<file path="config.mk">
export PLATFORM = sky130hd
export DESIGN_NAME = csis_sequencer
export DESIGN_NICKNAME = d
export VERILOG_FILES = /design/src/logic/csis_pkg.sv /design/src/logic/csis_sequencer.sv
export SDC_FILE = /design/constraint.sdc
export NUM_CORES = 1
export LEC_CHECK = 0
export BUFFER_PORTS_ARGS = -buffer_cell sky130_fd_sc_hd__buf_2
export CAP_MARGIN = 20
export CORE_ASPECT_RATIO = 0.75
export CORE_UTILIZATION = 45
export DETAILED_ROUTE_END_ITERATION = 12
export PLACE_DENSITY = 0.82
export SYNTH_ARGS = -nofsm -noshare
export SYNTH_HDL_FRONTEND = slang
export SYNTH_SLANG_ARGS = --single-unit
</file>
<file path="constraint.sdc">
create_clock -name SYS_CLK -period 4.2 [get_ports SYS_CLK]
set_input_delay 0.42 -clock SYS_CLK [delete_from_list [all_inputs] [get_ports SYS_CLK]]
set_output_delay 0.42 -clock SYS_CLK [all_outputs]
set_load 0.01 [all_outputs]
</file>
<file path="src/logic/csis_pkg.sv">
// Shared constants and types of the stack and interrupt sequencer.
package csis_pkg;

    // ------------------------------------------------------------
    // I/O map and field layout
    // ------------------------------------------------------------
    localparam logic [5:0] STACK_POINTER_LOW_BYTE_ADDR = 6'h3d;
    localparam logic [5:0] STACK_POINTER_HIGH_BYTE_ADDR = 6'h3e;
    localparam logic [5:0] CPU_FLAGS_REGISTER_ADDR = 6'h3f;
    localparam int GIE_BIT = 7;
    localparam int ZERO_BIT = 1;
    localparam int CARRY_BIT = 0;
    localparam logic [7:0] CPU_FLAGS_RESET = 8'h00;

    // ------------------------------------------------------------
    // Sizes, reset values and cycle counts
    // ------------------------------------------------------------
    localparam int SRC_NUM = 8;
    localparam int VEC_W = 4;
    localparam int SP_BITS = 10;
    localparam logic [15:0] TOP_OF_DATA_RAM = 16'h025f;
    localparam int ENTRY_CYCLES = 4;
    localparam int RETURN_CYCLES = 4;
    localparam int WAKE_EXTRA_CYCLES = 4;
    localparam logic [2:0] WAKE_LAST = 3'(WAKE_EXTRA_CYCLES - 1);

    // ------------------------------------------------------------
    // Types
    // ------------------------------------------------------------
    typedef enum logic [2:0] {
        OP_NONE, OP_PUSH1, OP_POP1, OP_CALL, OP_RET, OP_RETURN_FROM_HANDLER_INSTR, OP_SEI,
        OP_CLI
    } csis_op_e;

    typedef enum logic [2:0] {
        ALU_ADD, ALU_SUB, ALU_AND, ALU_OR, ALU_XOR
    } csis_alu_e;

    typedef struct packed {
        logic valid;
        csis_op_e op;
        logic [7:0] data;
    } csis_op_s;

    typedef struct packed {
        logic we;
        logic re;
        logic [5:0] addr;
        logic [7:0] wdata;
    } csis_io_s;

    typedef struct packed {
        logic we;
        logic re;
        logic [15:0] addr;
        logic [7:0] wdata;
    } csis_mem_s;

    typedef struct packed {
        logic valid;
        csis_alu_e op;
        logic [7:0] a;
        logic [7:0] b;
    } csis_alu_s;

endpackage

</file>
<file path="src/logic/csis_sequencer.sv">
// Stack pointer, interrupt gating and entry/return sequencing of the CPU.
//
// Functional notes
// RULE_01: Stack grows downward; pointer marks top.
// RULE_02: Push lowers by one; call/entry by two.
// RULE_03: Pop raises by one; return by two.
// RULE_04: Software sets pointer above 0x60 first.
// RULE_05: Pointer is two 8-bit I/O registers.
// RULE_06: Logic runs on undivided CPU clock.
// RULE_07: Two-operand ALU result written in one cycle.
// RULE_08: Serve only if own and global enable.
// RULE_09: Lowest vector wins; reset then request zero.
// RULE_10: Accepting interrupt clears global enable.
// RULE_11: Vectoring clears the source's flag.
// RULE_12: Writing one clears flag; zero ignored.
// RULE_13: Disabled flags stay pending, served by priority.
// RULE_14: Level source requests only while present.
// RULE_15: One instruction runs after handler return.
// RULE_16: Flags register not saved nor restored.
// RULE_17: Global disable acts at once, same cycle.
// RULE_18: Instruction after global enable runs first.
// RULE_19: Entry takes four cycles, pushing return address.
// RULE_20: Multi-cycle instruction completes before entry.
// RULE_21: Wake from sleep adds four cycles.
// RULE_22: Return takes four cycles, pops, sets enable.
// RULE_23: Global enable is flags bit seven.
// RULE_24: Unimplemented pointer bits read zero.
module csis_sequencer (
    input wire logic SYS_CLK, // CPU clock
    input wire logic RSTN, // async reset, active low
    input wire csis_pkg::csis_io_s IO_REQ, // I/O space access
    output logic [7:0] IO_RDATA, // I/O read data
    input wire csis_pkg::csis_op_s OP_REQ, // stack or flag instruction
    output logic OP_DONE, // instruction sequence finished
    output logic [7:0] POP_DATA, // byte popped by single pop
    input wire logic [15:0] PC_IN, // return address of the instruction
    input wire logic INSTR_END, // instruction boundary
    input wire logic SLEEPING, // core is asleep
    input wire logic [7:0] IRQ_EVENT, // event sources, flag setting
    input wire logic [7:0] IRQ_COND, // level source conditions
    input wire logic [7:0] IRQ_IS_LEVEL, // source is level type
    input wire logic [7:0] IRQ_ENABLE, // individual enables
    input wire logic [7:0] IRQ_FLAG_W1C, // write one to clear flags
    output logic [7:0] IRQ_FLAGS, // pending event flags
    input wire csis_pkg::csis_alu_s ALU_REQ, // two-operand operation
    output logic [7:0] ALU_RESULT, // result for destination register
    output logic ALU_RESULT_VALID, // result written this cycle
    output csis_pkg::csis_mem_s MEM, // stack SRAM access
    input wire logic [7:0] MEM_RDATA, // SRAM data, one cycle after read
    output logic [15:0] PC_OUT, // value to load into the PC
    output logic PC_LOAD, // load PC_OUT this cycle
    output logic [3:0] VECTOR_NUM, // vector of the accepted request
    output logic STALL, // core must hold its pipeline
    output logic GLOBAL_IRQ_ENABLE // global enable bit
);
    import csis_pkg::*;

    typedef enum {
        ST_IDLE, ST_WAKE, ST_ENT_LO, ST_ENT_HI, ST_ENT_VEC, ST_PUSH,
        ST_POP_CAP, ST_CALL_LO, ST_CALL_HI, ST_RET_A, ST_RET_B, ST_RET_END
    } csis_state_e;

    csis_state_e state_ff;
    csis_state_e nxt_state;
    logic [SP_BITS-1:0] sp_ff;
    logic [15:0] sp16;
    logic [7:0] flags_ff;
    logic [SRC_NUM-1:0] flag_ff;
    logic [SRC_NUM-1:0] req;
    logic [SRC_NUM-1:0] clr_take;
    logic [VEC_W-1:0] win_vec;
    logic [2:0] win_idx;
    logic any_req;
    logic [15:0] ret_pc_ff;
    logic [7:0] data_ff;
    logic [7:0] pc_hi_ff;
    logic [15:0] pc_out_ff;
    logic pc_load_ff;
    logic [VEC_W-1:0] vec_ff;
    logic [2:0] wake_ff;
    logic is_return_from_handler_instr_ff;
    logic [7:0] rdata_ff;
    logic [7:0] pop_ff;
    logic [7:0] alu_ff;
    logic alu_valid_ff;
    logic [8:0] alu_sum;
    logic idle;
    logic acc;
    logic seq_op;
    logic cli_now;
    logic take;

    // ------------------------------------------------------------
    // Request gating and priority
    // ------------------------------------------------------------
    // Every flop below runs straight off SYS_CLK with no divider.
    // RULE_06 undivided CPU clock
    assign sp16 = {{(16 - SP_BITS){1'b0}}, sp_ff};
    assign idle = (state_ff == ST_IDLE);
    assign seq_op = OP_REQ.valid && (OP_REQ.op inside {OP_PUSH1, OP_POP1,
        OP_CALL, OP_RET, OP_RETURN_FROM_HANDLER_INSTR});
    assign acc = idle && OP_REQ.valid;
    // RULE_17 disable acts immediately
    assign cli_now = (OP_REQ.valid && OP_REQ.op == OP_CLI) || (IO_REQ.we
        && IO_REQ.addr == CPU_FLAGS_REGISTER_ADDR && !IO_REQ.wdata[GIE_BIT]);

    genvar gi;
    generate
        for (gi = 0; gi < SRC_NUM; gi++) begin : g_src
            // RULE_14 level request while present
            // RULE_08 own and global enable
            assign req[gi] = IRQ_ENABLE[gi] && (IRQ_IS_LEVEL[gi] ?
                IRQ_COND[gi] : flag_ff[gi]);
            assign clr_take[gi] = take && win_idx == 3'(gi)
                && !IRQ_IS_LEVEL[gi];
            // RULE_12 write one clears
            // RULE_11 vectoring clears flag
            // RULE_13 flag stays pending
            always_ff @(posedge SYS_CLK or negedge RSTN) begin
                if (!RSTN) begin
                    flag_ff[gi] <= 1'b0;
                end else begin
                    flag_ff[gi] <= (flag_ff[gi] && !clr_take[gi]
                        && !IRQ_FLAG_W1C[gi]) || IRQ_EVENT[gi];
                end
            end
        end
    endgenerate

    // RULE_09 lowest vector wins
    always_comb begin
        win_idx = 3'd0;
        any_req = 1'b0;
        for (int i = SRC_NUM - 1; i >= 0; i--) begin
            if (req[i]) begin
                win_idx = 3'(i);
                any_req = 1'b1;
            end
        end
    end
    // Vector 0 belongs to reset, so source n sits at vector n + 1.
    assign win_vec = VEC_W'({1'b0, win_idx} + 4'h1);

    // RULE_20 only at a boundary
    // RULE_18 uses the enable before this cycle
    // RULE_15 return ends outside idle
    assign take = idle && (INSTR_END || SLEEPING) && !seq_op && !cli_now
        && flags_ff[GIE_BIT] && any_req;

    // ------------------------------------------------------------
    // Sequencer
    // ------------------------------------------------------------
    always_comb begin
        nxt_state = state_ff;
        case (state_ff)
            ST_IDLE: begin
                if (take) begin
                    nxt_state = SLEEPING ? ST_WAKE : ST_ENT_LO;
                end else if (acc) begin
                    case (OP_REQ.op)
                        OP_PUSH1: nxt_state = ST_PUSH;
                        OP_POP1: nxt_state = ST_POP_CAP;
                        OP_CALL: nxt_state = ST_CALL_LO;
                        OP_RET, OP_RETURN_FROM_HANDLER_INSTR: nxt_state = ST_RET_A;
                        default: nxt_state = ST_IDLE;
                    endcase
                end
            end
            // RULE_21 four extra wake cycles
            ST_WAKE: nxt_state = (wake_ff == WAKE_LAST) ? ST_ENT_LO : ST_WAKE;
            ST_ENT_LO: nxt_state = ST_ENT_HI;
            ST_ENT_HI: nxt_state = ST_ENT_VEC;
            ST_CALL_LO: nxt_state = ST_CALL_HI;
            ST_RET_A: nxt_state = ST_RET_B;
            ST_RET_B: nxt_state = ST_RET_END;
            default: nxt_state = ST_IDLE;
        endcase
    end

    always_ff @(posedge SYS_CLK or negedge RSTN) begin
        if (!RSTN) begin
            state_ff <= ST_IDLE;
        end else begin
            state_ff <= nxt_state;
        end
    end

    always_ff @(posedge SYS_CLK or negedge RSTN) begin
        if (!RSTN) begin
            wake_ff <= 3'h0;
        end else begin
            wake_ff <= (state_ff == ST_WAKE) ? wake_ff + 3'h1 : 3'h0;
        end
    end

    // Return address and operand are held for the whole sequence.
    always_ff @(posedge SYS_CLK or negedge RSTN) begin
        if (!RSTN) begin
            ret_pc_ff <= 16'h0000;
            data_ff <= 8'h00;
            vec_ff <= 4'h0;
            is_return_from_handler_instr_ff <= 1'b0;
        end else if (idle) begin
            ret_pc_ff <= PC_IN;
            data_ff <= OP_REQ.data;
            is_return_from_handler_instr_ff <= OP_REQ.op == OP_RETURN_FROM_HANDLER_INSTR;
            if (take) begin
                vec_ff <= win_vec;
            end
        end
    end

    // ------------------------------------------------------------
    // Stack pointer and stack traffic
    // ------------------------------------------------------------
    // RULE_01 downward stack
    // RULE_02 lower by one or two
    // RULE_03 raise by one or two
    // RULE_05 two I/O bytes
    // RULE_24 missing bits dropped
    // Nothing checks the pointer against the SRAM floor; a pointer left
    // at or below the I/O area simply writes there.
    always_ff @(posedge SYS_CLK or negedge RSTN) begin
        if (!RSTN) begin
            sp_ff <= TOP_OF_DATA_RAM[SP_BITS-1:0];
        end else begin
            case (state_ff)
                ST_PUSH: sp_ff <= sp_ff - SP_BITS'(1);
                ST_ENT_HI, ST_CALL_HI: sp_ff <= sp_ff - SP_BITS'(2);
                ST_POP_CAP: sp_ff <= sp_ff + SP_BITS'(1);
                ST_RET_B: sp_ff <= sp_ff + SP_BITS'(2);
                // A pointer write in mid-sequence would tear the stack
                // traffic in flight, so software writes land only at idle.
                default: begin
                    if (idle && IO_REQ.we) begin
                        if (IO_REQ.addr == STACK_POINTER_LOW_BYTE_ADDR) begin
                            sp_ff[7:0] <= IO_REQ.wdata;
                        end
                        if (IO_REQ.addr == STACK_POINTER_HIGH_BYTE_ADDR) begin
                            sp_ff[SP_BITS-1:8] <= IO_REQ.wdata[SP_BITS-9:0];
                        end
                    end
                end
            endcase
        end
    end

    // Low return byte goes to the higher address, so a pop after the
    // two-byte push meets the high byte first.
    // RULE_19 return address pushed
    always_comb begin
        MEM = '0;
        case (state_ff)
            ST_ENT_LO, ST_CALL_LO: begin
                MEM.we = 1'b1;
                MEM.addr = sp16;
                MEM.wdata = ret_pc_ff[7:0];
            end
            ST_ENT_HI, ST_CALL_HI: begin
                MEM.we = 1'b1;
                MEM.addr = sp16 - 16'h0001;
                MEM.wdata = ret_pc_ff[15:8];
            end
            ST_PUSH: begin
                MEM.we = 1'b1;
                MEM.addr = sp16;
                MEM.wdata = data_ff;
            end
            ST_IDLE: begin
                MEM.re = acc && !take && (OP_REQ.op inside {OP_POP1,
                    OP_RET, OP_RETURN_FROM_HANDLER_INSTR});
                MEM.addr = sp16 + 16'h0001;
            end
            ST_RET_A: begin
                MEM.re = 1'b1;
                MEM.addr = sp16 + 16'h0002;
            end
            default: MEM = '0;
        endcase
    end

    // RULE_22 return in four cycles
    always_ff @(posedge SYS_CLK or negedge RSTN) begin
        if (!RSTN) begin
            pc_hi_ff <= 8'h00;
            pop_ff <= 8'h00;
            pc_out_ff <= 16'h0000;
            pc_load_ff <= 1'b0;
        end else begin
            pc_load_ff <= (state_ff == ST_ENT_HI) || (state_ff == ST_RET_B);
            if (state_ff == ST_RET_A) begin
                pc_hi_ff <= MEM_RDATA;
            end
            if (state_ff == ST_POP_CAP) begin
                pop_ff <= MEM_RDATA;
            end
            if (state_ff == ST_RET_B) begin
                pc_out_ff <= {pc_hi_ff, MEM_RDATA};
            end else if (state_ff == ST_ENT_HI) begin
                pc_out_ff <= {12'h000, vec_ff};
            end
        end
    end

    // ------------------------------------------------------------
    // Flags register and ALU
    // ------------------------------------------------------------
    always_comb begin
        case (ALU_REQ.op)
            ALU_ADD: alu_sum = {1'b0, ALU_REQ.a} + {1'b0, ALU_REQ.b};
            ALU_SUB: alu_sum = {1'b0, ALU_REQ.a} - {1'b0, ALU_REQ.b};
            ALU_AND: alu_sum = {1'b0, ALU_REQ.a & ALU_REQ.b};
            ALU_OR: alu_sum = {1'b0, ALU_REQ.a | ALU_REQ.b};
            default: alu_sum = {1'b0, ALU_REQ.a ^ ALU_REQ.b};
        endcase
    end

    // RULE_07 single-cycle write-back
    always_ff @(posedge SYS_CLK or negedge RSTN) begin
        if (!RSTN) begin
            alu_ff <= 8'h00;
            alu_valid_ff <= 1'b0;
        end else begin
            alu_ff <= alu_sum[7:0];
            alu_valid_ff <= ALU_REQ.valid;
        end
    end

    // The sequences never touch bits 6..0; handlers save them by hand.
    // RULE_16 no save or restore
    // RULE_23 enable at bit seven
    // RULE_10 entry clears enable
    always_ff @(posedge SYS_CLK or negedge RSTN) begin
        if (!RSTN) begin
            flags_ff <= CPU_FLAGS_RESET;
        end else begin
            if (IO_REQ.we && IO_REQ.addr == CPU_FLAGS_REGISTER_ADDR) begin
                flags_ff <= IO_REQ.wdata;
            end else if (ALU_REQ.valid) begin
                flags_ff[CARRY_BIT] <= alu_sum[8];
                flags_ff[ZERO_BIT] <= alu_sum[7:0] == 8'h00;
            end
            if (take) begin
                flags_ff[GIE_BIT] <= 1'b0;
            end else if (state_ff == ST_RET_B && is_return_from_handler_instr_ff) begin
                flags_ff[GIE_BIT] <= 1'b1;
            end else if (acc && OP_REQ.op == OP_SEI) begin
                flags_ff[GIE_BIT] <= 1'b1;
            end else if (acc && OP_REQ.op == OP_CLI) begin
                flags_ff[GIE_BIT] <= 1'b0;
            end
        end
    end

    always_ff @(posedge SYS_CLK or negedge RSTN) begin
        if (!RSTN) begin
            rdata_ff <= 8'h00;
        end else if (IO_REQ.re) begin
            case (IO_REQ.addr)
                STACK_POINTER_LOW_BYTE_ADDR: rdata_ff <= sp16[7:0];
                STACK_POINTER_HIGH_BYTE_ADDR: rdata_ff <= sp16[15:8];
                CPU_FLAGS_REGISTER_ADDR: rdata_ff <= flags_ff;
                default: rdata_ff <= 8'h00;
            endcase
        end
    end

    assign IO_RDATA = rdata_ff;
    assign POP_DATA = pop_ff;
    assign IRQ_FLAGS = flag_ff;
    assign ALU_RESULT = alu_ff;
    assign ALU_RESULT_VALID = alu_valid_ff;
    assign PC_OUT = pc_out_ff;
    assign PC_LOAD = pc_load_ff;
    assign VECTOR_NUM = vec_ff;
    assign STALL = !idle;
    assign GLOBAL_IRQ_ENABLE = flags_ff[GIE_BIT];
    assign OP_DONE = (state_ff inside {ST_PUSH, ST_POP_CAP, ST_CALL_HI,
        ST_RET_END}) || (acc && OP_REQ.op inside {OP_SEI, OP_CLI});
endmodule

</file>
Yosys cells after proc, flatten, opt, wreduce, memory -nomap -nowiden:

Cells that the tools add are included.

* output and inout bits: 83
* input port bits: 116
* logic and storage cells: 248
* register bits after elaboration: 140

* add/sub/neg operators: 11
* reduce and logical (&&, ||, !) cells: 121
* multiplexer cells: 50
* bitwise logic cells: 3
* equality and inequality tests: 37

Operator list (count)
* one-hot mux 32 bit (7 select lines): 1
* == test 32 x 4 -> 1 bit (second input constant): 5
* == test 32 x 3 -> 1 bit (second input constant): 4
* == test 32 x 2 -> 1 bit (second input constant): 3
* == test 32 x 5 -> 1 bit (second input constant): 2
* zero test 32 bit: 2
* two-way mux 32 bit: 2
* one-hot mux 16 bit (4 select lines): 1
* logical AND 1 bit: 57
* one-hot mux 8 bit (3 select lines): 2
* one-hot mux 10 bit (4 select lines): 1
* one-hot mux 9 bit (4 select lines): 1
* == test 32 x 1 -> 1 bit (second input constant): 1
* two-way mux 16 bit: 2
* zero test 1 bit: 29
* two-way mux 3 bit: 9
* nonzero test 5 bit: 5
* == test 3 bit (second input constant): 8
* == test 3 x 2 -> 1 bit (second input constant): 7
* two-way mux 1 bit: 21
* == test 6 bit (second input constant): 3
* one-hot mux 4 bit (4 select lines): 1
* logical OR 1 bit: 12
* adder 10 x 1 -> 11 bit (second input constant): 1
* other kinds (29): 42

Depth between registers and ports, before layout:

Gate-level depths: netlist (run 1).

* word-level depth: 17
* depth in mapped cells: 12
* depth with buffers taken out: 12

Worst setup path before layout (run 1):

OpenSTA, ideal clock, no wires.

* path kind: reg2reg
* from: register state_ff[2]
* to: register sp_ff[9]
* path buffers: 2
* arrival: 3.122 ns
* period minus slack after synthesis: 3.204 ns
* data required time: 4.118 ns
* cell stages (with the launch flop): 13
* setup time: 0.082 ns
* slack: 0.996 ns
* path through: dfrtp_1 nand2b_1 clkbuf_1 nor2_1 clkbuf_1 inv_1 ha_1 nor2b_1 o31a_1 o21a_1 o41ai_1 xnor2_1 a211o_1

* cells in the longest elaborated chain, start to end: 4
* elaborated cells between the ends (all ways): 12

Ends and longest elaborated chain
* start, declared: RTL line csis_sequencer.sv:63 `csis_state_e state_ff;`
* start signal, assigned: RTL line csis_sequencer.sv:184 `state_ff <= nxt_state;`
* == test 32 x 4 -> 1 bit (tied with other cells): RTL line csis_sequencer.sv:227 `case (state_ff)`
* OR reduction 2 bit or logical AND 1 bit (tied branches): RTL line csis_sequencer.sv:227, csis_sequencer.sv:235
* nonzero test 5 bit (no line)
* AND reduction 2 bit (no line)
* end signal, assigned: RTL line csis_sequencer.sv:228 `ST_PUSH: sp_ff <= sp_ff - SP_BITS'(1);`
* end signal, assigned: RTL line csis_sequencer.sv:229 `ST_ENT_HI, ST_CALL_HI: sp_ff <= sp_ff - SP_BITS'(2);`
* end signal, assigned: RTL line csis_sequencer.sv:230 `ST_POP_CAP: sp_ff <= sp_ff + SP_BITS'(1);`
* end, declared: RTL line csis_sequencer.sv:65 `logic [SP_BITS-1:0] sp_ff;`

Several ways; a longest one is shown, not always the timed one.
A chain may end at the register's enable or synchronous reset.

Final worst setup path (run 1):

* from: register state_ff[0]
* to: register sp_ff[9]

Same word-level chain as after synthesis.

==> results of run 1 <==
-- logic make-up (layout without fill, tap and decap cells) --
family / after synthesis / count (layout) / share of synthesized area (%)
buf+inv: 111 / 288 / 5.86
mux: 49 / 49 / 6.83
xor+xnor: 22 / 22 / 2.50
simple gates: 303 / 303 / 18.7
fa+ha+maj: 55 / 55 / 9.21
compound gates: 229 / 229 / 20.5
flops: 112 / 112 / 36.5
-- through the flow --
stage | worst slack [ns] | utilization [%] | hold slack [ns] | std cells
after floorplan | 0.996 | - | 0.124 | 881
after global placement | 0.992 | 52.7 | 0.424 | 1257
after detailed placement | 0.882 | 52.7 | 0.432 | 1257
after CTS | 0.915 | 54.7 | 0.163 | 1273
after global routing | 0.612 | 54.7 | 0.210 | 1273
final | 0.871 | 54.7 | 0.139 | 1273
-- sequential cells by signal, summed over array words and instances, names as in the netlist, 8 cells and up --
register,cells
ALU_RESULT,8
IO_RDATA,8
IRQ_FLAGS,8
PC_OUT,16
POP_DATA,8
data_ff,8
flags_ff,8
pc_hi_ff,8
ret_pc_ff,16
sp_ff,10
-- power groups by stage --
stage | clock, mW | combinational, mW | sequential (mW)
floorplan | 0 | 2.32 | 1.77
global placement | 0 | 3.11 | 1.93
detailed placement | 0 | 3.17 | 1.94
CTS | 0.943 | 3.19 | 1.92
global route | 0.982 | 3.57 | 1.99
finish | 0.924 | 3.20 | 1.94
-- path summary, 6_finish.rpt --
kind	from	to	slack [ns]	cells after the start
hold reg to reg	wake_ff[0]$_DFF_PN0_	wake_ff[0]$_DFF_PN0_	0.44	1
hold / removal	RSTN	sp_ff[5]$_DFFE_PN0P_	0.14	1
min in group SYS_CLK	ALU_REQ[19]	ALU_RESULT_VALID$_DFF_PN0_	0.22	1
max in group asynchronous	RSTN	ret_pc_ff[15]$_DFFE_PN0P_	3.19	2
setup / recovery	state_ff[0]$_DFFE_PN0P_	sp_ff[9]$_DFFE_PN1P_	0.87	11
setup reg to reg	state_ff[0]$_DFFE_PN0P_	sp_ff[9]$_DFFE_PN1P_	0.87	11
-- routing by layer --
metal,share of wire [%],GRT usage (%),wire [µm],vias to the layer above
met3,8.0,4.94,1710,37
met5,0,0,0,-
met4,2.1,7.68,440,0
li1,-,-,-,3482
met2,45,37.1,9470,308
met1,45,33.9,9650,3414
-- area by class of cell --
cell class | count | area, µm²
clock buffers | 9 | 225
clock inverters | 7 | 101
well taps | 215 | 269
repair buffers | 208 | 1070
multi-input cells | 658 | 4450
inverters | 64 | 240
flip-flops and latches | 112 | 2810
fillers | 1522 | 7610
-- placed cells by master (no fill, tap or decap), types with 12 or more instances in the layout --
master,netlist,routed
buf_2,7,197
nand2_1,131,131
dfrtp_1,105,105
inv_1,62,62
nor2_1,59,58
ha_1,52,52
o21ai_0,51,51
a21oi_1,37,37
mux2_2,29,29
nand2b_1,22,22
mux2i_1,20,20
xnor2_1,18,18
nor3_1,15,15
a22o_1,13,13
nand3_1,12,12
nor2b_1,12,12
==> flow_summary_export.csv, run 1 <==
group,metric,value,unit
pwr,power.switching,2.78,mW
synthesis,synth_area,0.00771,mm²
critical_path,crit_family,"compound AO/OA/AOI/OAI gates",
route,ant_nets,0,
cts,postCtsHoldBufs,0,
critical_path,critPathBufInv,2,
finish,final_area,0.00917,mm²
route,first_pass_iters,8,
placed_design,routabilityCongestion,0.915,
cts,cts_made_buffers,9,
route,drcViolationCount,0,
global_route,grt_pass1_wl,33.7,mm
finish,num_antenna_cells,0,
cts,cts.sinks,112,
pwr,p_leak,4.50,nW
cts,post-cts-setup-buffers,0,
pwr,sw_frac_of_total,45.8,%
cts,cts_tree,"yes",
floorplan,die_area,0.0177,mm²
synthesis,async_flop_share,100,%
critical_path,worstSetupStartpointType,"flip-flop",
critical_path,crit_type,"flip-flop to flip-flop",
global_route,grt-ovfl-total,0,
outcome,status,"completed",
timing,slew_headroom,36.8,%
timing,finalClockSkew,0.0119,ns
synthesis,ys_ff_latch,112,
timing,rsz0062_at_grt,"no",
floorplan,ios,199,
route,num_vias,7241,
synthesis,synth.area.top_cells,"dfrtp_1, ha_1, nand2_1, mux2_2, o21ai_0",
pwr,pwr-share-clk,15.2,%
synthesis,synth_top_flop_cell,"dfrtp_1",
timing,hold_viol,0,
cts,ctsLongestPathBuffers,2,
critical_path,crit_required,4.49,ns
critical_path,endpoint_kind,"flip-flop",
synthesis,synthMostInstantiatedCell,"nand2_1",
cts,path_clk_slew,0.08,ns
timing,fmax,0.300,GHz
timing,slew_violations,0,
timing,worstMarginPinSlew,0.942,ns
synthesis,synth_top_area_cell,"dfrtp_1",
timing,min_period_over_period,79.3,%
synthesis,synth_edf_count,0,
floorplan,die_x,153,µm
synthesis,yosys_warnings,0,
synthesis,synthCells,881,
critical_path,cpPeakStageDelay,0.82,ns
route,wl_per_cell,16.7,µm
global_route,grt_pass1_vias,6569,
synthesis,ys_types,73,
finish,nets,1224,
pwr,internal-power,3.29,mW
cts,cts_resized,0,
synthesis,synthesis.nets,1052,
synthesis,synth.yosys.seq_area_share,36.5,%
cts,cts_root_buf,"clkbuf_16",
synthesis,synth_common_cells,"nand2_1, dfrtp_1, inv_1",
placed_design,placed_cell_area,0.00884,mm²
placed_design,io_buffer_count,198,
timing,layout_min_cycle_time,3.33,ns
floorplan,start_util,46.0,%
worst_hold_path,hp-class,"input pin to async pin",
pwr,seqPwrFrac,32.0,%
timing,finalSetupTns,0,ns
pwr,p_comb_share,52.8,%
job,maxCapViolCount,0,
floorplan,die_h,115,µm
pwr,power,6.07,mW
floorplan,core,0.0168,mm²
finish,area_growth_syn_to_layout,18.9,%
timing,setup_viol,0,
global_route,antenna_found_initial,0,
synthesis,synth_top_area_share,34.1,%
pwr,p_per_area,662,mW/mm²
critical_path,crit_chain,"nand2b_1, nor2_1, buf_4, inv_1, ha_1, a21oi_1, o2111ai_1, a211oi_1, nor4_1, o21bai_1, a211o_1",
route,drtIter0Drc,565,
cts,insertion_delay,0.36,ns
placed_design,dpl.hpwl,16.0,mm
floorplan,num_rows,41,
cts,htree_levels,3,
route,wl,21.3,mm
global_route,grt_max_degree,62,
route,vias_per_cell,5.69,
finish,drive_gt1_share,26.3,%
critical_path,worstPathArrival,3.62,ns
synthesis,syn_area_per_cell,8.75,µm²
critical_path,cpMaxStageDelayCell,"dfrtp_1",
critical_path,cp_max_fo,27,
global_route,grt_usage,24.1,%
pwr,ir_worst_vdd,0.000315,V
Note: power is estimated with default switching activity, not from simulation.
==> inputs of run 2 (changes only) <==
- PLACE_DENSITY: 0.82 -> 0.84
- clock period: 4.2 -> 2.8 ns (I/O delays scaled with it)
==> run 2 against run 1 <==
  * Sequential share of layout area fell by 0.93 points
  * Combinational power grew 63%
  * Largest cell class unchanged
  * Power rose by 55%
  * Clock power increased by 54%
  * Wire length grew 1.7%
  * Critical endpoint is now MEM[16]
  * Register-to-register slack lost 0.74 ns
  * Via count is 2.7% higher
  * Final cell count rose by 2.2%
  * Flip-flop and latch count unchanged
  * Core utilization increased by 1.7 points
==> flow_summary_export.csv, run 2 (synthesis results as in run 1) <==
group,metric,value,unit
critical_path,cpMostUsedCell,"a21oi_1",
critical_path,crit_type,"flip-flop to primary output",
critical_path,crit_chain,"clkinvlp_4, ha_1, nand2b_1, or2_2, nor3_1, a21oi_1, nor2_1, a21oi_1, buf_2",
critical_path,crit_required,2.52,ns
critical_path,r2r_start,"state_ff[3]$_DFFE_PN0P_",
timing,rsz0062_at_grt,"yes",
global_route,grt_pass1_wl,33.8,mm
placed_design,routabilityCongestion,0.933,
route,num_vias,7435,
pwr,ir_worst_vdd,0.000512,V
worst_hold_path,hold_end,"ALU_RESULT_VALID$_DFF_PN0_",
finish,final_common_cell,"buf_2",
placed_design,io_buffer_count,198,
timing,finalClockSkew,0.0131,ns
worst_hold_path,hp-class,"input pin to flip-flop",
floorplan,core,0.0168,mm²
cts,ctsLongestPathBuffers,2,
route,ant_nets,0,
route,wl_per_cell,16.6,µm
cts,insertion_delay,0.36,ns
global_route,grt_pass1_vias,6708,
global_route,grt_usage,24.2,%
placed_design,dpl.hpwl,16.2,mm
cts,cts_root_buf,"clkbuf_16",
timing,worstMarginPinSlew,0.878,ns
floorplan,start_util,46.0,%
critical_path,cpMaxStageDelayCell,"dfstp_2",
floorplan,ios,199,
cts,cts_tree,"yes",
critical_path,regToRegSetupSlack,0.13,ns
global_route,grt_max_degree,54,
timing,fmax,0.370,GHz
global_route,antenna_found_initial,0,
route,drcViolationCount,0,
route,drtIter0Drc,504,
cts,cts_made_buffers,9,
timing,finalSetupTns,0,ns
finish,area_growth_syn_to_layout,22.6,%
timing,holdWs,0.0787,ns
finish,num_antenna_cells,0,
pwr,p_per_area,992,mW/mm²
pwr,power,9.37,mW
timing,setup_viol,0,
floorplan,die_h,115,µm
critical_path,cp_max_fo,11,
finish,final_cell_mix,"buf_2, nand2_1, dfrtp_1",
cts,htree_levels,3,
timing,hold_viol,0,
timing,slew_headroom,41.1,%
floorplan,die_area,0.0177,mm²
worst_hold_path,min_from,"ALU_REQ[19]",
critical_path,cpPeakStageDelay,0.70,ns
global_route,grt-ovfl-total,0,
cts,cts.sinks,112,
pwr,p_leak,4.65,nW
critical_path,reg2reg_depth,10,
timing,layout_min_cycle_time,2.70,ns
route,first_pass_iters,5,
outcome,status,"completed",
floorplan,num_rows,41,
critical_path,endpoint_kind,"primary output",
finish,drive_gt1_share,28.6,%
route,vias_per_cell,5.71,
route,wl,21.6,mm
finish,nets,1252,
cts,path_clk_slew,0.09,ns
worst_hold_path,min_path_cells,1,
timing,min_period_over_period,96.5,%
timing,slew_violations,0,
critical_path,worstSetupStartpointType,"flip-flop",
job,maxCapViolCount,0,
critical_path,worstPathArrival,2.42,ns
critical_path,r2r_end,"sp_ff[8]$_DFFE_PN0P_",
floorplan,die_x,153,µm
## run 2: cell types whose count changed in the layout (fill, tap and decap cells not counted), sizes merged
cell	change
dlygate4sd3	+1
buf	+27
## run 2: power breakdown
| part | switching [mW] | internal, mW | leakage (nW) |
|---|---|---|---|
| sequential | 0.516 | 2.24 | 1.40 |
| clock | 0.681 | 0.734 | 0.162 |
| combinational | 3.05 | 2.15 | 3.09 |
| total | 4.25 | 5.12 | 4.65 |
## run 2: per-layer routing
layer	global-route usage, %	vias up	share of wire [%]
met5	0	-	0
met4	9.70	0	2.4
met3	5.09	45	8.4
met2	37.7	359	45
met1	33.1	3491	44
li1	-	3540	-
## run 2: stage by stage
step | instance area (µm²) | instances | util (%) | worst slack [ns]
after floorplan | 7740 | 881 | - | -0.0130
after global placement | 9040 | 1280 | 53.9 | -0.0209
after detailed placement | 9040 | 1280 | 53.9 | -0.0931
after CTS | 9400 | 1297 | 56.1 | 0.0157
after global routing | 9450 | 1301 | 56.4 | -0.0378
final | 9450 | 1301 | 56.4 | 0.0979
## run 2: layout make-up
| type | instances | area, µm² |
|---|---|---|
| tap | 215 | 269 |
| sequential | 112 | 2810 |
| inverter | 64 | 244 |
| fill | 1443 | 7320 |
| timing repair buffer | 236 | 1310 |
| multi-input combinational | 658 | 4490 |
| clock inverter | 7 | 110 |
| clock buffer | 9 | 225 |
## run 2: what timing repair did
| action | 4_1_cts | 5_1_grt |
|---|---|---|
| endpoints found under the setup margin | 7 | 15 |
| resized for setup | 2 | 8 |
| buffers inserted | 0 | 4 |
| pin swaps | 0 | 1 |
| hold buffers | 1 | 0 |
| endpoints found under the hold margin | 44 | 0 |
## run 2: how the worst max path moves through the flow
| stage | start | endpoint | slack [ns] | cells past startpoint |
|---|---|---|---|---|
| final | sp_ff[0]$_DFFE_PN1P_ | MEM[16] | 0.1 | 9 |
| after global routing | sp_ff[0]$_DFFE_PN1P_ | MEM[9] | -0.04 | 7 |
| after CTS | state_ff[3]$_DFFE_PN0P_ | MEM[17] | 0.02 | 8 |
| after detailed placement | ALU_REQ[0] | flags_ff[1]$_DFFE_PN0P_ | -0.09 | 11 |
| after global placement | ALU_REQ[0] | flags_ff[1]$_DFFE_PN0P_ | -0.02 | 11 |
| after floorplan | state_ff[2]$_DFFE_PN0P_ | sp_ff[9]$_DFFE_PN1P_ | -0.01 | 12 |
## run 2: worst max-delay path: cells and delay by family (launching register included)
kind	cells	cell delay [ns]
AOI/OAI and AO/OA	2	0.35
and+or+nand+nor	4	0.35
adders and majority gates	1	0.28
buffers and inverters	2	0.38
DFF	1	0.70
==> inputs of run 3 (changes only) <==
- CELL_PAD_IN_SITES_DETAIL_PLACEMENT: unset -> 1
- CELL_PAD_IN_SITES_GLOBAL_PLACEMENT: unset -> 1
- CORE_UTILIZATION: 45 -> 43
- PLACE_DENSITY: 0.84 -> 0.95
- clock period: 2.8 -> 3.5 ns (I/O delays scaled with it)
==> run 3 against run 2 <==
  * Sequential power is 18% lower
  * Largest power group unchanged
  * Die area is 4.6% higher
  * Clock skew is 0.0025 ns lower
  * Final cell count is 0.46% higher
  * Sequential share of layout area is 0.66 points higher
  * Non-clock buffer count is 24 lower
  * First-iteration DRC count is 24% lower
  * Final area is 2.2% lower
  * Worst setup slack better by 0.089 ns
  * Combinational power is 21% lower
==> flow_summary_export.csv, run 3 (synthesis results as in run 1) <==
group,metric,value,unit
floorplan,die_h,118,µm
finish,nets,1228,
placed_design,dpl.hpwl,19.1,mm
pwr,pwr-share-clk,14.9,%
cts,insertion_delay,0.37,ns
floorplan,core,0.0176,mm²
cts,cts_resized,0,
cts,htree_levels,3,
finish,fillers,2166,
floorplan,ios,199,
route,num_vias,7474,
placed_design,place_inst,1288,
critical_path,endpoint_kind,"primary output",
timing,finalSetupTns,0,ns
critical_path,worstPathArrival,2.96,ns
floorplan,die_x,157,µm
critical_path,cp_max_fo,13,
pwr,sw_frac_of_total,47.5,%
finish,area_growth_syn_to_layout,19.9,%
global_route,grt.busiest_layer,"met2",
timing,holdWs,0.0938,ns
floorplan,die_area,0.0185,mm²
route,first_pass_iters,7,
global_route,use_met3,5.60,%
global_route,use_met2,45.9,%
placed_design,io_buffer_count,198,
pwr,ir_worst_vdd,0.000390,V
critical_path,crit_chain,"buf_4, or3b_1, a21oi_2, nand3_1, nor4_1, a21o_1, buf_2",
placed_design,routabilityCongestion,0.888,
timing,slew_violations,0,
timing,min_period_over_period,94.7,%
critical_path,crit_type,"flip-flop to primary output",
finish,final_cell_mix,"buf_2, nand2_1, dfrtp_1",
critical_path,r2r_start,"state_ff[3]$_DFFE_PN0P_",
critical_path,cpMaxStageDelayCell,"nor4_1",
timing,fmax,0.302,GHz
pwr,internal-power,3.93,mW
floorplan,start_util,43.8,%
timing,setup_viol,0,
cts,ctsLongestPathBuffers,2,
route,wl_per_cell,19.2,µm
critical_path,reg2reg_depth,10,
route,ant_nets,0,
timing,finalClockSkew,0.0107,ns
cts,cts.sinks,112,
critical_path,crit_required,3.15,ns
finish,utilization,52.5,%
route,vias_per_cell,5.72,
cts,cts_root_buf,"clkbuf_16",
cts,path_clk_slew,0.08,ns
finish,drive_gt1_share,26.6,%
pwr,p_comb_share,55.0,%
route,wl,25.2,mm
job,maxCapViolCount,0,
global_route,grt_pass1_wl,41.0,mm
timing,hold_viol,0,
pwr,p_per_area,810,mW/mm²
cts,post-cts-setup-buffers,0,
global_route,grt-ovfl-total,0,
cts,cts_tree,"yes",
timing,slew_headroom,31.3,%
critical_path,regToRegSetupSlack,0.44,ns
placed_design,placed_cell_area,0.00892,mm²
finish,final_area,0.00925,mm²
pwr,power.switching,3.56,mW
route,drtIter0Drc,383,
outcome,status,"completed",
finish,instances_no_fill,1307,
pwr,seqPwrFrac,30.1,%
route,drcViolationCount,0,
global_route,antenna_found_initial,3,
critical_path,worstSetupStartpointType,"flip-flop",
finish,final_common_cell,"buf_2",
global_route,grt_usage,28.3,%
timing,rsz0062_at_grt,"no",
critical_path,critPathBufInv,2,
timing,layout_min_cycle_time,3.31,ns
floorplan,num_rows,42,
critical_path,cpPeakStageDelay,0.70,ns
critical_path,r2r_end,"sp_ff[9]$_DFFE_PN1P_",
cts,postCtsHoldBufs,0,
global_route,grt_pass1_vias,7738,
critical_path,crit_family,"simple AND/OR/NAND/NOR gates",
global_route,grtUsageMet1,37.9,%
timing,worstMarginPinSlew,1.02,ns
pwr,p_leak,4.53,nW
worst_hold_path,hp-class,"input pin to async pin",
global_route,grt_max_degree,66,
cts,cts_made_buffers,9,
## run 3: routing by layer
metal | vias to the layer above | wire length [µm]
met1 | 3660 | 11200
met2 | 285 | 11800
met3 | 36 | 1640
li1 | 3493 | -
met5 | - | 0
met4 | 0 | 449
## run 3: power by group through the flow
stage               logic, mW  registers (mW)  clock network, mW
finish                   4.12            2.26               1.12
global route             4.55            2.31               1.19
CTS                      4.09            2.25               1.14
detailed placement       4.04            2.25                  0
global placement         3.85            2.22                  0
floorplan                2.78            2.12                  0
## run 3: cell type report
class	count	area (µm²)	share of cell area (%)
tap	242	303	3.27
timing repair buffer	212	1110	12.0
clock buffer	9	225	2.44
antenna	3	7.51	0.0812
clock inverter	7	98.8	1.07
sequential	112	2810	30.4
multi-input combinational	658	4450	48.1
inverter	64	240	2.60
## run 3: how the worst max path moves through the flow
| stage | slack (ns) | from | end | cells after the start |
|---|---|---|---|---|
| 3_5_place_dp | 0.29 | ALU_REQ[16] | flags_ff[1]$_DFFE_PN0P_ | 10 |
| 4_1_cts | 0.21 | state_ff[3]$_DFFE_PN0P_ | MEM[18] | 7 |
| 2_1_floorplan | 0.30 | state_ff[2]$_DFFE_PN0P_ | sp_ff[9]$_DFFE_PN1P_ | 12 |
| 6_report | 0.19 | state_ff[3]$_DFFE_PN0P_ | MEM[18] | 7 |
| 3_3_place_gp | 0.38 | ALU_REQ[16] | flags_ff[1]$_DFFE_PN0P_ | 10 |
| 5_1_grt | 0.04 | state_ff[3]$_DFFE_PN0P_ | MEM[18] | 7 |
## run 3: through the flow
step / setup slack (ns) / power, mW
3_3_place_gp: 0.378 / 6.07
3_5_place_dp: 0.294 / 6.29
5_1_grt: 0.0350 / 8.05
4_1_cts: 0.212 / 7.48
6_report: 0.187 / 7.49
2_1_floorplan: 0.296 / 4.90
## run 3: worst register-to-register path: stages, from the launching register on
cell and delay, ns:
dfrtp_1 0.56, nand2b_1 0.27, nor2_1 0.16, inv_1 0.19, ha_1 0.33, a21oi_1 0.24
o2111ai_1 0.23, a211oi_1 0.44, nor4_1 0.10, o21bai_1 0.20, a211o_1 0.27
